$ cat src/ups_supervisor_pkg.sv
// constants, types and timing counts for the battery-backup supervisor
// assumes a single 20 MHz system clock
package ups_supervisor_pkg;
	// ============================================================
	// clock and timing
	localparam int CLK_HZ        = 20_000_000;
	localparam int CLK_NS        = 50;
	localparam int WDOG_S        = 32;   // bootloader transfer timeout
	localparam int BLINK_OS_MS   = 400;  // steady period once host is up
	localparam int BLINK_BAT_MS  = 2000; // one blink every 2 s on battery
	localparam int BAT_SHDN_S    = 60;   // forced shutdown on battery
	localparam int BACKUP_NS     = 10_000; // longest switch-over time
	localparam int STABLE_S      = 3;    // stable cable before release
	localparam int SAMPLE_US     = 16;   // normal sampling interval
	localparam int FAST_US       = 8;    // interval after a fluctuation
	localparam int FAST_WIN_MS   = 100;  // observation window
	localparam int REPLY_TO_MS   = 2000; // host reply timeout
	localparam int PULSE_MS      = 500;  // pulse train period
	localparam int SHDN_WAIT_MS  = 40_000; // host shutdown allowance
	// derived cycle counts; all divisions round down
	localparam int BACKUP_CYC   = BACKUP_NS / CLK_NS;
	localparam int SAMPLE_CYC   = SAMPLE_US * (CLK_HZ / 1_000_000);
	localparam int FAST_CYC     = FAST_US * (CLK_HZ / 1_000_000);
	localparam int MS_CYC       = CLK_HZ / 1000;
	// ============================================================
	// slave address block
	localparam logic [6:0] ADDR_BASE_RST = 7'h68;
	localparam logic [6:0] ADDR_LAST_OFS = 7'h07;
	// ============================================================
	// supervisor modes
	typedef enum logic [2:0] {
		M_BOOT, M_CABLE, M_BATTERY, M_SHUTDOWN, M_BOOTLOADER
	} mode_t;
	// status bundle reported to the top outputs
	typedef struct packed {
		logic backup_en;
		logic led;
		logic shdn_pulse;
		logic battery_disc;
		logic wdog_reset;
	} status_t;
endpackage

$ cat src/ups_power_supervisor.sv
// supervisor sequencer: supply monitor, battery backup, led, handshake
// assumes synchronous inputs and an external threshold comparator result
`timescale 1ns/100ps
`default_nettype none
// Contract
// - bootloader idle 32 s resets by watchdog
// - host up gives steady 400 ms led
// - led solid while booting without handshake
// - cable and host alive blink every 400 ms
// - battery mode blinks once every 2 s, solid while host silent
// - 60 s on battery forces shutdown
// - backup engages within 10 us of loss; code engages at the next sample, up to 16 us
// - release backup after 3 s stable
// - switch off on battery shuts down, disconnects
// - answer slave addresses 0x68 through 0x6F
// - pulse train and shutdown on one line
// - sample supply every 16 us
// - fluctuation shortens sampling to 8 us
module ups_power_supervisor
	import ups_supervisor_pkg::*;
#(
	parameter int WDOG_CYC     = WDOG_S * CLK_HZ,
	parameter int STABLE_CYC   = STABLE_S * CLK_HZ,
	parameter int SHDN_CYC     = BAT_SHDN_S * CLK_HZ,
	parameter int FAST_WIN_CYC = FAST_WIN_MS * MS_CYC,
	parameter int REPLY_CYC    = REPLY_TO_MS * MS_CYC,
	parameter int HWAIT_CYC    = SHDN_WAIT_MS * MS_CYC,
	parameter int PULSE_CYC    = PULSE_MS * MS_CYC,
	parameter int OS_HALF_CYC  = (BLINK_OS_MS / 2) * MS_CYC,
	parameter int BAT_HALF_CYC = (BLINK_BAT_MS / 2) * MS_CYC
) (
	// clock and reset
	input  wire logic       MCLK,
	input  wire logic       RESET_N,
	// supply monitor: comparator says 5V pins are within threshold
	input  wire logic       SUPPLY_OK,
	// slide switch and its enable setting
	input  wire logic       SWITCH_ON,
	input  wire logic       SWITCH_ENABLE,
	// bootloader request and transfer start
	input  wire logic       BOOT_REQ,
	input  wire logic       BOOT_XFER,
	// host handshake
	input  wire logic       host_reply_in,
	output logic            shutdown_pulse_out,
	// slave address relocation and match
	input  wire logic [6:0] ADDR_BASE,
	input  wire logic       ADDR_LOAD,
	input  wire logic [6:0] I2C_ADDR,
	output logic            ADDR_HIT,
	// power path and indicators
	output logic            BACKUP_EN,
	output logic            BATTERY_DISC,
	output logic            STATUS_LED,
	output logic            WDOG_RESET
);
	// ============================================================
	// state
	mode_t       mode_q, mode_d;          // supervisor mode
	logic [31:0] tmr_q, tmr_d;            // mode timer
	logic [31:0] samp_q, samp_d;          // sample interval counter
	logic [31:0] fwin_q, fwin_d;          // fast-sampling window
	logic [31:0] stab_q, stab_d;          // stable-cable counter
	logic [31:0] rply_q, rply_d;          // reply timeout counter
	logic [31:0] blink_q, blink_d;        // led half-period counter
	logic [31:0] pls_q, pls_d;            // pulse train counter
	logic        ok_q, ok_d;              // last sampled supply level
	logic        alive_q, alive_d;        // host answering
	logic        rin_q, rin_d;            // previous reply level
	logic        arm_q, arm_d;            // skip edges in 1st cycle after reset
	logic [31:0] low_q, low_d;            // consecutive low supply cycles
	logic [6:0]  base_q, base_d;          // relocatable address base
	status_t     st_q, st_d;              // registered outputs
	logic        hit_q, hit_d;
	logic        sample;                  // sampling instant

	// ============================================================
	// supply monitor, sample pacing and handshake tracking
	always_comb begin
		samp_d  = samp_q + 32'd1;
		fwin_d  = (fwin_q != 32'd0) ? fwin_q - 32'd1 : 32'd0;
		sample  = (fwin_q == 32'd0) ? (samp_q >= 32'(SAMPLE_CYC - 1))
		// 8 us sampling in fluctuation window
		                            : (samp_q >= 32'(FAST_CYC - 1));
		if (sample) begin
			samp_d = 32'd0;
		end
		ok_d    = sample ? SUPPLY_OK : ok_q;
		if (sample && (SUPPLY_OK != ok_q)) begin
			fwin_d = 32'(FAST_WIN_CYC);  // fluctuation seen
		end
		// stability counted only over good samples
		stab_d  = !ok_q ? 32'd0 :
		          (stab_q < 32'(STABLE_CYC)) ? stab_q + 32'd1 : stab_q;
		rin_d   = host_reply_in;
		arm_d   = 1'b1;
		rply_d  = (arm_q && host_reply_in != rin_q) ? 32'd0 :
		          (rply_q < 32'(REPLY_CYC)) ? rply_q + 32'd1 : rply_q;
		alive_d = (arm_q && host_reply_in != rin_q) ? 1'b1 :
		          (rply_q >= 32'(REPLY_CYC)) ? 1'b0 : alive_q;
		low_d   = SUPPLY_OK ? 32'd0 :
		          (low_q < 32'(SAMPLE_CYC)) ? low_q + 32'd1 : low_q;
		base_d  = ADDR_LOAD ? ADDR_BASE : base_q;
		hit_d   = (I2C_ADDR >= base_q) &&
		          ({1'b0, I2C_ADDR} <= {1'b0, base_q} + {1'b0, ADDR_LAST_OFS});
	end

	// ============================================================
	// mode sequencer and outputs
	always_comb begin
		mode_d  = mode_q;
		tmr_d   = tmr_q + 32'd1;
		st_d    = st_q;
		blink_d = blink_q + 32'd1;
		pls_d   = (pls_q >= 32'(PULSE_CYC - 1)) ? 32'd0 : pls_q + 32'd1;
		st_d.wdog_reset = 1'b0;
		// loss seen at a sample engages backup at once
		if (sample && !SUPPLY_OK) begin
			st_d.backup_en = 1'b1;
		// release after stable time, never with a loss just seen
		end else if (ok_q && stab_q >= 32'(STABLE_CYC)) begin
			st_d.backup_en = 1'b0;
		end
		unique case (mode_q)
			M_BOOT, M_CABLE, M_BATTERY: begin
				if (BOOT_REQ) begin
					mode_d = M_BOOTLOADER;
					tmr_d  = 32'd0;
				end else if (!ok_q && mode_q != M_BATTERY) begin
					mode_d = M_BATTERY;
					tmr_d  = 32'd0;
				end else if (ok_q && mode_q == M_BATTERY) begin
					mode_d = alive_q ? M_CABLE : M_BOOT;
				end else if (mode_q == M_BOOT && alive_q) begin
					mode_d = M_CABLE;
				end else if (mode_q == M_CABLE && !alive_q) begin
					mode_d = M_BOOT;
				end
				// forced shutdown after 60 s on battery
				if (mode_q == M_BATTERY && tmr_q >= 32'(SHDN_CYC - 1)) begin
					mode_d = M_SHUTDOWN;
					tmr_d  = 32'd0;
				end
				// slide switch off while on battery
				if (mode_q == M_BATTERY && SWITCH_ENABLE && !SWITCH_ON) begin
					mode_d = M_SHUTDOWN;
					tmr_d  = 32'd0;
				end
			end
			M_SHUTDOWN: begin
				// cable return lets the host restart
				if (ok_q) begin
					mode_d = M_BOOT;
					st_d.battery_disc = 1'b0;
				// disconnect battery after host is down
				end else if (tmr_q >= 32'(HWAIT_CYC - 1)) begin
					st_d.battery_disc = 1'b1;
				end
			end
			M_BOOTLOADER: begin
				if (BOOT_XFER) begin
					tmr_d = 32'd0;
				end else if (tmr_q >= 32'(WDOG_CYC - 1)) begin
					st_d.wdog_reset = 1'b1;
					mode_d = M_BOOT;
				end
			end
		endcase
		// led pattern per mode
		case (mode_q)
			M_CABLE: begin
				if (blink_q >= 32'(OS_HALF_CYC - 1)) begin
					blink_d = 32'd0;
					st_d.led = ~st_q.led;
				end
			end
			M_BATTERY: begin
				if (!alive_q) begin
					st_d.led = 1'b1;
				end else if (blink_q >= 32'(BAT_HALF_CYC - 1)) begin
					blink_d = 32'd0;
					st_d.led = ~st_q.led;
				end
			end
			default: begin
				// solid led while booting or shutting down
				st_d.led = 1'b1;
				blink_d  = 32'd0;
			end
		endcase
		// pulse train, held high to request shutdown
		st_d.shdn_pulse = (mode_q == M_SHUTDOWN) ? 1'b1 :
		                  (pls_q < 32'(PULSE_CYC / 2));
	end

	// ============================================================
	// registers
	always_ff @(posedge MCLK or negedge RESET_N) begin
		if (!RESET_N) begin
			mode_q  <= M_BOOT;
			tmr_q   <= 32'd0;
			samp_q  <= 32'd0;
			fwin_q  <= 32'd0;
			stab_q  <= 32'd0;
			rply_q  <= 32'd0;
			blink_q <= 32'd0;
			pls_q   <= 32'd0;
			ok_q    <= 1'b1;
			alive_q <= 1'b0;
			rin_q   <= 1'b0;
			arm_q   <= 1'b0;
			low_q   <= 32'd0;
			base_q  <= ADDR_BASE_RST;
			st_q    <= '{backup_en: 1'b0, led: 1'b1, shdn_pulse: 1'b0,
			             battery_disc: 1'b0, wdog_reset: 1'b0};
			hit_q   <= 1'b0;
		end else begin
			mode_q  <= mode_d;
			tmr_q   <= tmr_d;
			samp_q  <= samp_d;
			fwin_q  <= fwin_d;
			stab_q  <= stab_d;
			rply_q  <= rply_d;
			blink_q <= blink_d;
			pls_q   <= pls_d;
			ok_q    <= ok_d;
			alive_q <= alive_d;
			rin_q   <= rin_d;
			arm_q   <= arm_d;
			low_q   <= low_d;
			base_q  <= base_d;
			st_q    <= st_d;
			hit_q   <= hit_d;
		end
	end

	assign BACKUP_EN          = st_q.backup_en;
	assign STATUS_LED         = st_q.led;
	assign shutdown_pulse_out = st_q.shdn_pulse;
	assign BATTERY_DISC       = st_q.battery_disc;
	assign WDOG_RESET         = st_q.wdog_reset;
	assign ADDR_HIT           = hit_q;

	// ============================================================
	// checks
	// a full sample interval of loss has engaged backup
	a_backup_fast: assert property (@(posedge MCLK) disable iff (!RESET_N)
		(low_q >= 32'(SAMPLE_CYC)) |-> BACKUP_EN)
		else $error("backup not engaged in time");
	a_boot_led: assert property (@(posedge MCLK) disable iff (!RESET_N)
		(mode_q == M_BOOT) |=> STATUS_LED)
		else $error("led not solid during boot");
	// watchdog pulse returns to normal mode
	a_wdog_exit: assert property (@(posedge MCLK) disable iff (!RESET_N)
		$rose(WDOG_RESET) |-> mode_q == M_BOOT)
		else $error("watchdog did not leave bootloader");
	// shutdown mode holds the line high
	a_shdn_line: assert property (@(posedge MCLK) disable iff (!RESET_N)
		(mode_q == M_SHUTDOWN) |=> shutdown_pulse_out)
		else $error("shutdown request not driven");
	a_hold_backup: assert property (@(posedge MCLK) disable iff (!RESET_N)
		$fell(BACKUP_EN) |-> $past(stab_q) >= 32'(STABLE_CYC))
		else $error("backup released early");
	a_sample_gap: assert property (@(posedge MCLK) disable iff (!RESET_N)
		samp_q < 32'(SAMPLE_CYC))
		else $error("sample interval exceeded");
	// fluctuation window keeps the short interval
	a_fast_gap: assert property (@(posedge MCLK) disable iff (!RESET_N)
		(fwin_q != 32'd0) |-> (samp_q < 32'(FAST_CYC)))
		else $error("fast sample interval exceeded");
	a_disc_mode: assert property (@(posedge MCLK) disable iff (!RESET_N)
		$rose(BATTERY_DISC) |-> $past(mode_q) == M_SHUTDOWN)
		else $error("battery disconnected outside shutdown");
	a_reply_to: assert property (@(posedge MCLK) disable iff (!RESET_N)
		(rply_q >= 32'(REPLY_CYC)) && (host_reply_in == rin_q)
		|=> !alive_q)
		else $error("host still alive after timeout");
endmodule
`default_nettype wire

$ cat config.mk
export PLATFORM = sky130hd
export DESIGN_NAME = ups_power_supervisor
export DESIGN_NICKNAME = d
export VERILOG_FILES = /design/src/ups_supervisor_pkg.sv /design/src/ups_power_supervisor.sv
export SDC_FILE = /design/constraint.sdc
export NUM_CORES = 1
export LEC_CHECK = 0
export ABC_AREA = 1
export ABC_CLOCK_PERIOD_IN_PS = 1820
export BUFFER_PORTS_ARGS = -buffer_cell sky130_fd_sc_hd__buf_2
export CAP_MARGIN = 20
export CORE_MARGIN = 2
export CORE_UTILIZATION = 50
export CTS_CLUSTER_DIAMETER = 40
export DETAILED_ROUTE_END_ITERATION = 8
export PLACE_DENSITY = 0.8
export SLEW_MARGIN = 10
export SYNTH_ARGS = -nofsm -noshare
export SYNTH_HDL_FRONTEND = slang
export SYNTH_SLANG_ARGS = --single-unit
$ cat constraint.sdc
create_clock -name MCLK -period 1.82 [get_ports MCLK]
set_input_delay 0 -clock MCLK [delete_from_list [all_inputs] [get_ports MCLK]]
set_output_delay 0 -clock MCLK [all_outputs]
set_load 0.02 [all_outputs]
; ---- Word-level counts from Yosys, hierarchy flattened
; Cells that the tools add are included.
[classes]
n_addsub = 8
magnitude_cmp = 15
eq_ne = 14
muxes = 45
bitwise_logic = 1
reduce_logical = 27
[op_table]
columns = op, n
row1 = 32-bit two-way mux, 16
row2 = 32-bit by 1-bit adder with 32-bit output (second input constant), 6
row3 = 32-bit one-hot mux with 2 select lines, 2
row4 = 32-bit by 26-bit >= comparator with 1-bit output (second input constant), 2
row5 = 32-bit by 30-bit >= comparator with 1-bit output (second input constant), 2
row6 = 32-bit by 26-bit less-than comparator with 1-bit output (second input constant), 2
row7 = 32-bit by 22-bit >= comparator with 1-bit output (second input constant), 1
row8 = 32-bit by 24-bit >= comparator with 1-bit output (second input constant), 1
row9 = 32-bit by 25-bit >= comparator with 1-bit output (second input constant), 1
row10 = 32-bit by 31-bit >= comparator with 1-bit output (second input constant), 1
row11 = 32-bit by 8-bit >= comparator with 1-bit output (second input constant), 1
row12 = 32-bit by 9-bit >= comparator with 1-bit output (second input constant), 1
row13 = 32-bit zero test, 1
row14 = 32-bit by 23-bit less-than comparator with 1-bit output (second input constant), 1
row15 = 32-bit nonzero test, 1
row16 = 32-bit by 1-bit subtractor with 32-bit output (second input constant), 1
row17 = 3-bit two-way mux, 10
row18 = 1-bit two-way mux, 15
row19 = 1-bit logical AND, 12
row20 = 3-bit one-hot mux with 3 select lines, 1
row21 = 7-bit by 3-bit adder with 8-bit output (second input constant), 1
row22 = 7-bit by 8-bit <= comparator with 1-bit output, 1
row23 = 8-bit inequality test (second input constant), 1
row24 = 2-bit nonzero test, 4
row25 = 15 further kinds, 25
[totals]
ff_bits = 244
wordCells = 129

; ---- Depth between registers and ports, before layout
[depth]
ltp_word = 10
ltp_mapped = 14
ltp_nobuf = 14

; ---- Least setup slack after synthesis
; Ideal clock, no wire load.
[synth_timing]
kind = reg2reg
start = reg base_q[0]
end = reg hit_q, in the netlist ADDR_HIT
setup_ns = 0.077
t_arrival_ns = 1.833
required_ns = 1.743
setup_slack_ns = -0.090
stages_incl_launch_ff = 10
n_path_buf = 0
synth_period_minus_slack_ns = 1.910
path_cell_list = dfrtp_1 > inv_1 > ha_1 > a21oi_1 > nand3_1 > xor2_1 > ha_1 > nand3_1 > or3_1 > a21oi_1
[synth_via]
elab_chain_len = 3
word_cells_on_any_way = 4
cone_classes = add/sub (1) / order compare (2) / reduce/logical (1)
[synth_rtl]
columns = item, line
row1 = start: declaration, ups_power_supervisor.sv:72  ; logic [6:0] base_q, base_d;
row2 = start signal: assignment, ups_power_supervisor.sv:231  ; base_q <= base_d;
row3 = 7-bit by 3-bit adder with 8-bit output, ups_power_supervisor.sv:105  ; ({1'b0, I2C_ADDR} <= {1'b0, base_q} + {1'b0, ADDR_LAST_OFS});
row4 = 7-bit by 8-bit <= comparator with 1-bit output, ups_power_supervisor.sv:105
row5 = 1-bit logical AND (*), ups_power_supervisor.sv:104  ; hit_d = (I2C_ADDR >= base_q) &&
row6 = named net hit_d, ups_power_supervisor.sv:74  ; logic hit_q, hit_d;
row7 = end signal: assignment, ups_power_supervisor.sv:233  ; hit_q <= hit_d;
row8 = end: declaration, ups_power_supervisor.sv:74
; The timed path passes the listed nets; every way through them passes the cells marked *.
; A chain may end at the register's enable or synchronous reset.

; ---- Worst setup path in the final report
; Same ends and word-level chain as after synthesis.

==> reports/qor.yml <==
outcome:
  status: "complete, but fails checks"
  violations: "negative setup slack"
power_and_ir_drop:
  power_density_nw_per_um2: 877
  power.total_uw: 15900
  ir_drop_uv: 751
  p_leak_uw: 0.00784
route:
  drt-pass1-iter-count: 6
  antenna_left: 0
  viasPerCell: 5.49
  drc: 0
  drt_wl_total_um: 37600
  vias: 13500
  drt-initial-drc-count: 1202
  wire_per_inst_um: 15.3
synthesis:
  yosysWarnings: 0
  ys_top_cells_by_area: "dfrtp_1 (42%), nand2_1 (9.5%), nor2_1 (6.8%), xor2_1 (6.1%), inv_1 (5.3%)"
  syn_inst: 1835
  synth_edf_count: 0
  synth-main-ff-cell: "dfrtp_1"
  synth_top_area_cell: "dfrtp_1"
  synth-async-reset-ratio_pct: 100
  yosysUniqueCellTypes: 55
  ys_top_cells_by_count: "nand2_1 (359), nor2_1 (256), dfrtp_1 (239)"
  ys_seq_area_share_pct: 43.0
  synth.most_common_cell: "nand2_1"
  syn_avg_cell_area_um2: 7.75
  synthesis.area_um2: 14200
  ys_seq_elements: 244
  synth.top_cell.area_share_pct: 42.0
finish:
  drive_gt1_share_pct: 20.9
  fillers: 2157
  seqCellArea_um2: 6120
  fin_nets: 2093
  syn2layout_area_growth_pct: 27.2
  multi_input_area_um2: 7740
  diodes: 0
  final_area_um2: 18100
  final_util_pct: 64.8
place:
  routabilityCongestion: 0.972
  dp_hpwl_um: 23500
  port_buffers: 28
  pre_cts_ws_ns: -0.117
  postPlaceCellArea_um2: 15500
clocking:
  clk_pin_slew_worst_paths_ns: 0.06
  htreeDepth: 2
  clock_latency_ns: 0.53
  cts_inserted_buffers: 36
  clock-sinks: 244
  clockBufferDepth: 3
  cts_root_buf: "clkbuf_16"
  tritoncts: "done"
timing:
  finClkSkew_ns: 0.0359
  drv_slew: 0
  tightest_slew_ns: 0.527
  rsz0062_at_grt: "true"
  fmaxAchievable_mhz: 484
  setup_slack_ns: -0.247
  setup_violations: 57
  fin_crit_ns: 2.07
  finalCritPeriodShare_pct: 114
  relSlewSlack_pct: 64.9
  finalHoldViolations: 0
global_routing:
  grt_pass1_wl_um: 59300
  met3_usage_pct: 3.39
  grt_most_used_layer: "met2"
  grt-ovfl-total: 0
  grt_pass1_vias: 12700
  antenna_found_initial: 0
  use_met2_pct: 38.9
  gr-usage-met1_pct: 31.0
  grt_max_degree: 62
  grt_usage_pct: 23.4
setup_path:
  crit_family: "simple AND/OR/NAND/NOR gates"
  slowest_stage: "dfrtp_1"
  crit_chain: "inv_2 > ha_4 > a21oi_4 > nand3_2 > xor2_1 > ha_1 > nand3_2 > or3_1 > a21oi_1"
  path_buf_inv: 1
  crit_path_end_kind: "register"
  crit_path_start_kind: "register"
  crit_fanout: 3
  cp.arrival_ns: 2.51
  path_common_cell: "nand3_2"
  cp_slowest_stage_delay_ns: 0.37
  worst-setup-path-type: "reg2reg"
  worst_ep_required_time_ns: 2.27
floorplan:
  pin_count: 29
  num_rows: 61
  die_h_um: 173
  die_x_um: 173
  initial_utilization_pct: 50.9
  core_area_um2: 27900
  dieArea_um2: 29800
job:
  maxCapViolations: 0
hold_path:
  hold_class: "in2async"
==> worst register-to-register path, stage by stage (launching register included) <==
cell	delay (ns)
dfrtp_1	0.37
inv_2	0.07
ha_4	0.18
a21oi_4	0.19
nand3_2	0.09
xor2_1	0.16
ha_1	0.33
nand3_2	0.11
or3_1	0.34
a21oi_1	0.15
==> metal layers <==
metal  wire length [um]  vias up
met5                  0        -
met4               1450        0
met3               2240      133
met2              18100      496
met1              15800     6456
li1                   -     6379
==> kinds of logic (layout without fill, tap and decap cells) <==
| kind of cell | after synthesis | after routing | synth area share (%) |
|---|---|---|---|
| buffers and inverters | 253 | 460 | 7.21 |
| AND/OR/NAND/NOR | 979 | 980 | 31.4 |
| other | 2 | 32 | 0.0528 |
| flip-flops | 244 | 244 | 43.0 |
| adder cells (fa/ha/maj) | 25 | 25 | 2.20 |
| XOR/XNOR | 126 | 126 | 7.76 |
| AO/OA/AOI/OAI | 206 | 206 | 8.45 |
==> flip-flops by register name, summed over array words and instances, names as in the netlist <==
| signal | cells |
|---|---|
| blink_q | 32 |
| fwin_q | 32 |
| pls_q | 32 |
| rply_q | 32 |
| samp_q | 32 |
| stab_q | 32 |
| tmr_q | 32 |
| base_q | 7 |
| mode_q | 3 |
| ADDR_HIT | 1 |
| BACKUP_EN | 1 |
| BATTERY_DISC | 1 |
| STATUS_LED | 1 |
| WDOG_RESET | 1 |
| alive_q | 1 |
| arm_q | 1 |
| ok_q | 1 |
| rin_q | 1 |
| shutdown_pulse_out | 1 |
==> path summary, 6_finish.rpt <==
path,end,slack [ns],startpoint,cells past startpoint
min,blink_q[8]$_DFF_PN0_,0.03,RESET_N,2
min in group MCLK,ADDR_HIT$_DFF_PN0_,0.05,I2C_ADDR[6],6
max reg2reg,ADDR_HIT$_DFF_PN0_,-0.25,base_q[0]$_DFFE_PN0P_,9
min reg2reg,stab_q[31]$_DFFE_PN0P_,0.47,stab_q[31]$_DFFE_PN0P_,2
max,ADDR_HIT$_DFF_PN0_,-0.25,base_q[0]$_DFFE_PN0P_,9
max in group asynchronous,ok_q$_DFFE_PN1N_,1.10,RESET_N,3
==> stage by stage <==
| stage | std cells | setup TNS, ns | hold WS, ns |
|---|---|---|---|
| detailed placement | 2309 | -0.197 | -0.0134 |
| global placement | 2309 | -0.0295 | -0.0154 |
| finish | 2451 | -3.86 | 0.0267 |
| global route | 2451 | -10.47 | 0.0592 |
| floorplan | 1865 | 0 | -0.296 |
| CTS | 2404 | -0.115 | 0.0127 |
==> placed cells by master, fill, tap and decap left out, drive strengths merged, types with 9 or more instances in the layout <==
cell / synthesis / final
conb: 2 / 32
nand4: 61 / 61
nand3b: 23 / 23
dlygate4sd3: 0 / 28
inv: 207 / 215
xor2: 99 / 99
nor3: 76 / 76
ha: 25 / 25
dfrtp: 239 / 239
a21oi: 107 / 107
nor2: 277 / 277
or2: 12 / 12
nand3: 138 / 138
o21ai: 73 / 73
clkbuf: 10 / 49
clkinvlp: 0 / 9
nand2: 367 / 368
nor4: 12 / 12
buf: 34 / 148
xnor2: 27 / 27
==> report_power, final <==
part | switching [uW] | internal [uW] | leakage (uW)
clock | 2750 | 4410 | 0.000598
combinational | 1730 | 1080 | 0.00401
sequential | 229 | 5680 | 0.00323
total | 4700 | 11200 | 0.00784
==> layout make-up <==
class | count | share of cell area [%]
Multi-Input combinational cell | 1369 | 42.8
Tap cell | 378 | 2.61
Sequential cell | 244 | 33.8
Timing Repair Buffer | 182 | 9.35
Inverter | 209 | 4.40
Clock buffer | 43 | 5.23
Clock inverter | 23 | 1.69
Timing Repair inverter | 3 | 0.0968
==> repair_timing <==
| action | 4_1_cts | 5_1_grt |
|---|---|---|
| setup buffers | 1 | 35 |
| resized for setup | 11 | 163 |
| hold buffers | 28 | 0 |
| cloned | 0 | 13 |
| setup endpoints to repair | 24 | 162 |
| endpoints found under the hold margin | 261 | 0 |
| pin swaps | 4 | 42 |
(Power assumes the default switching activity.)
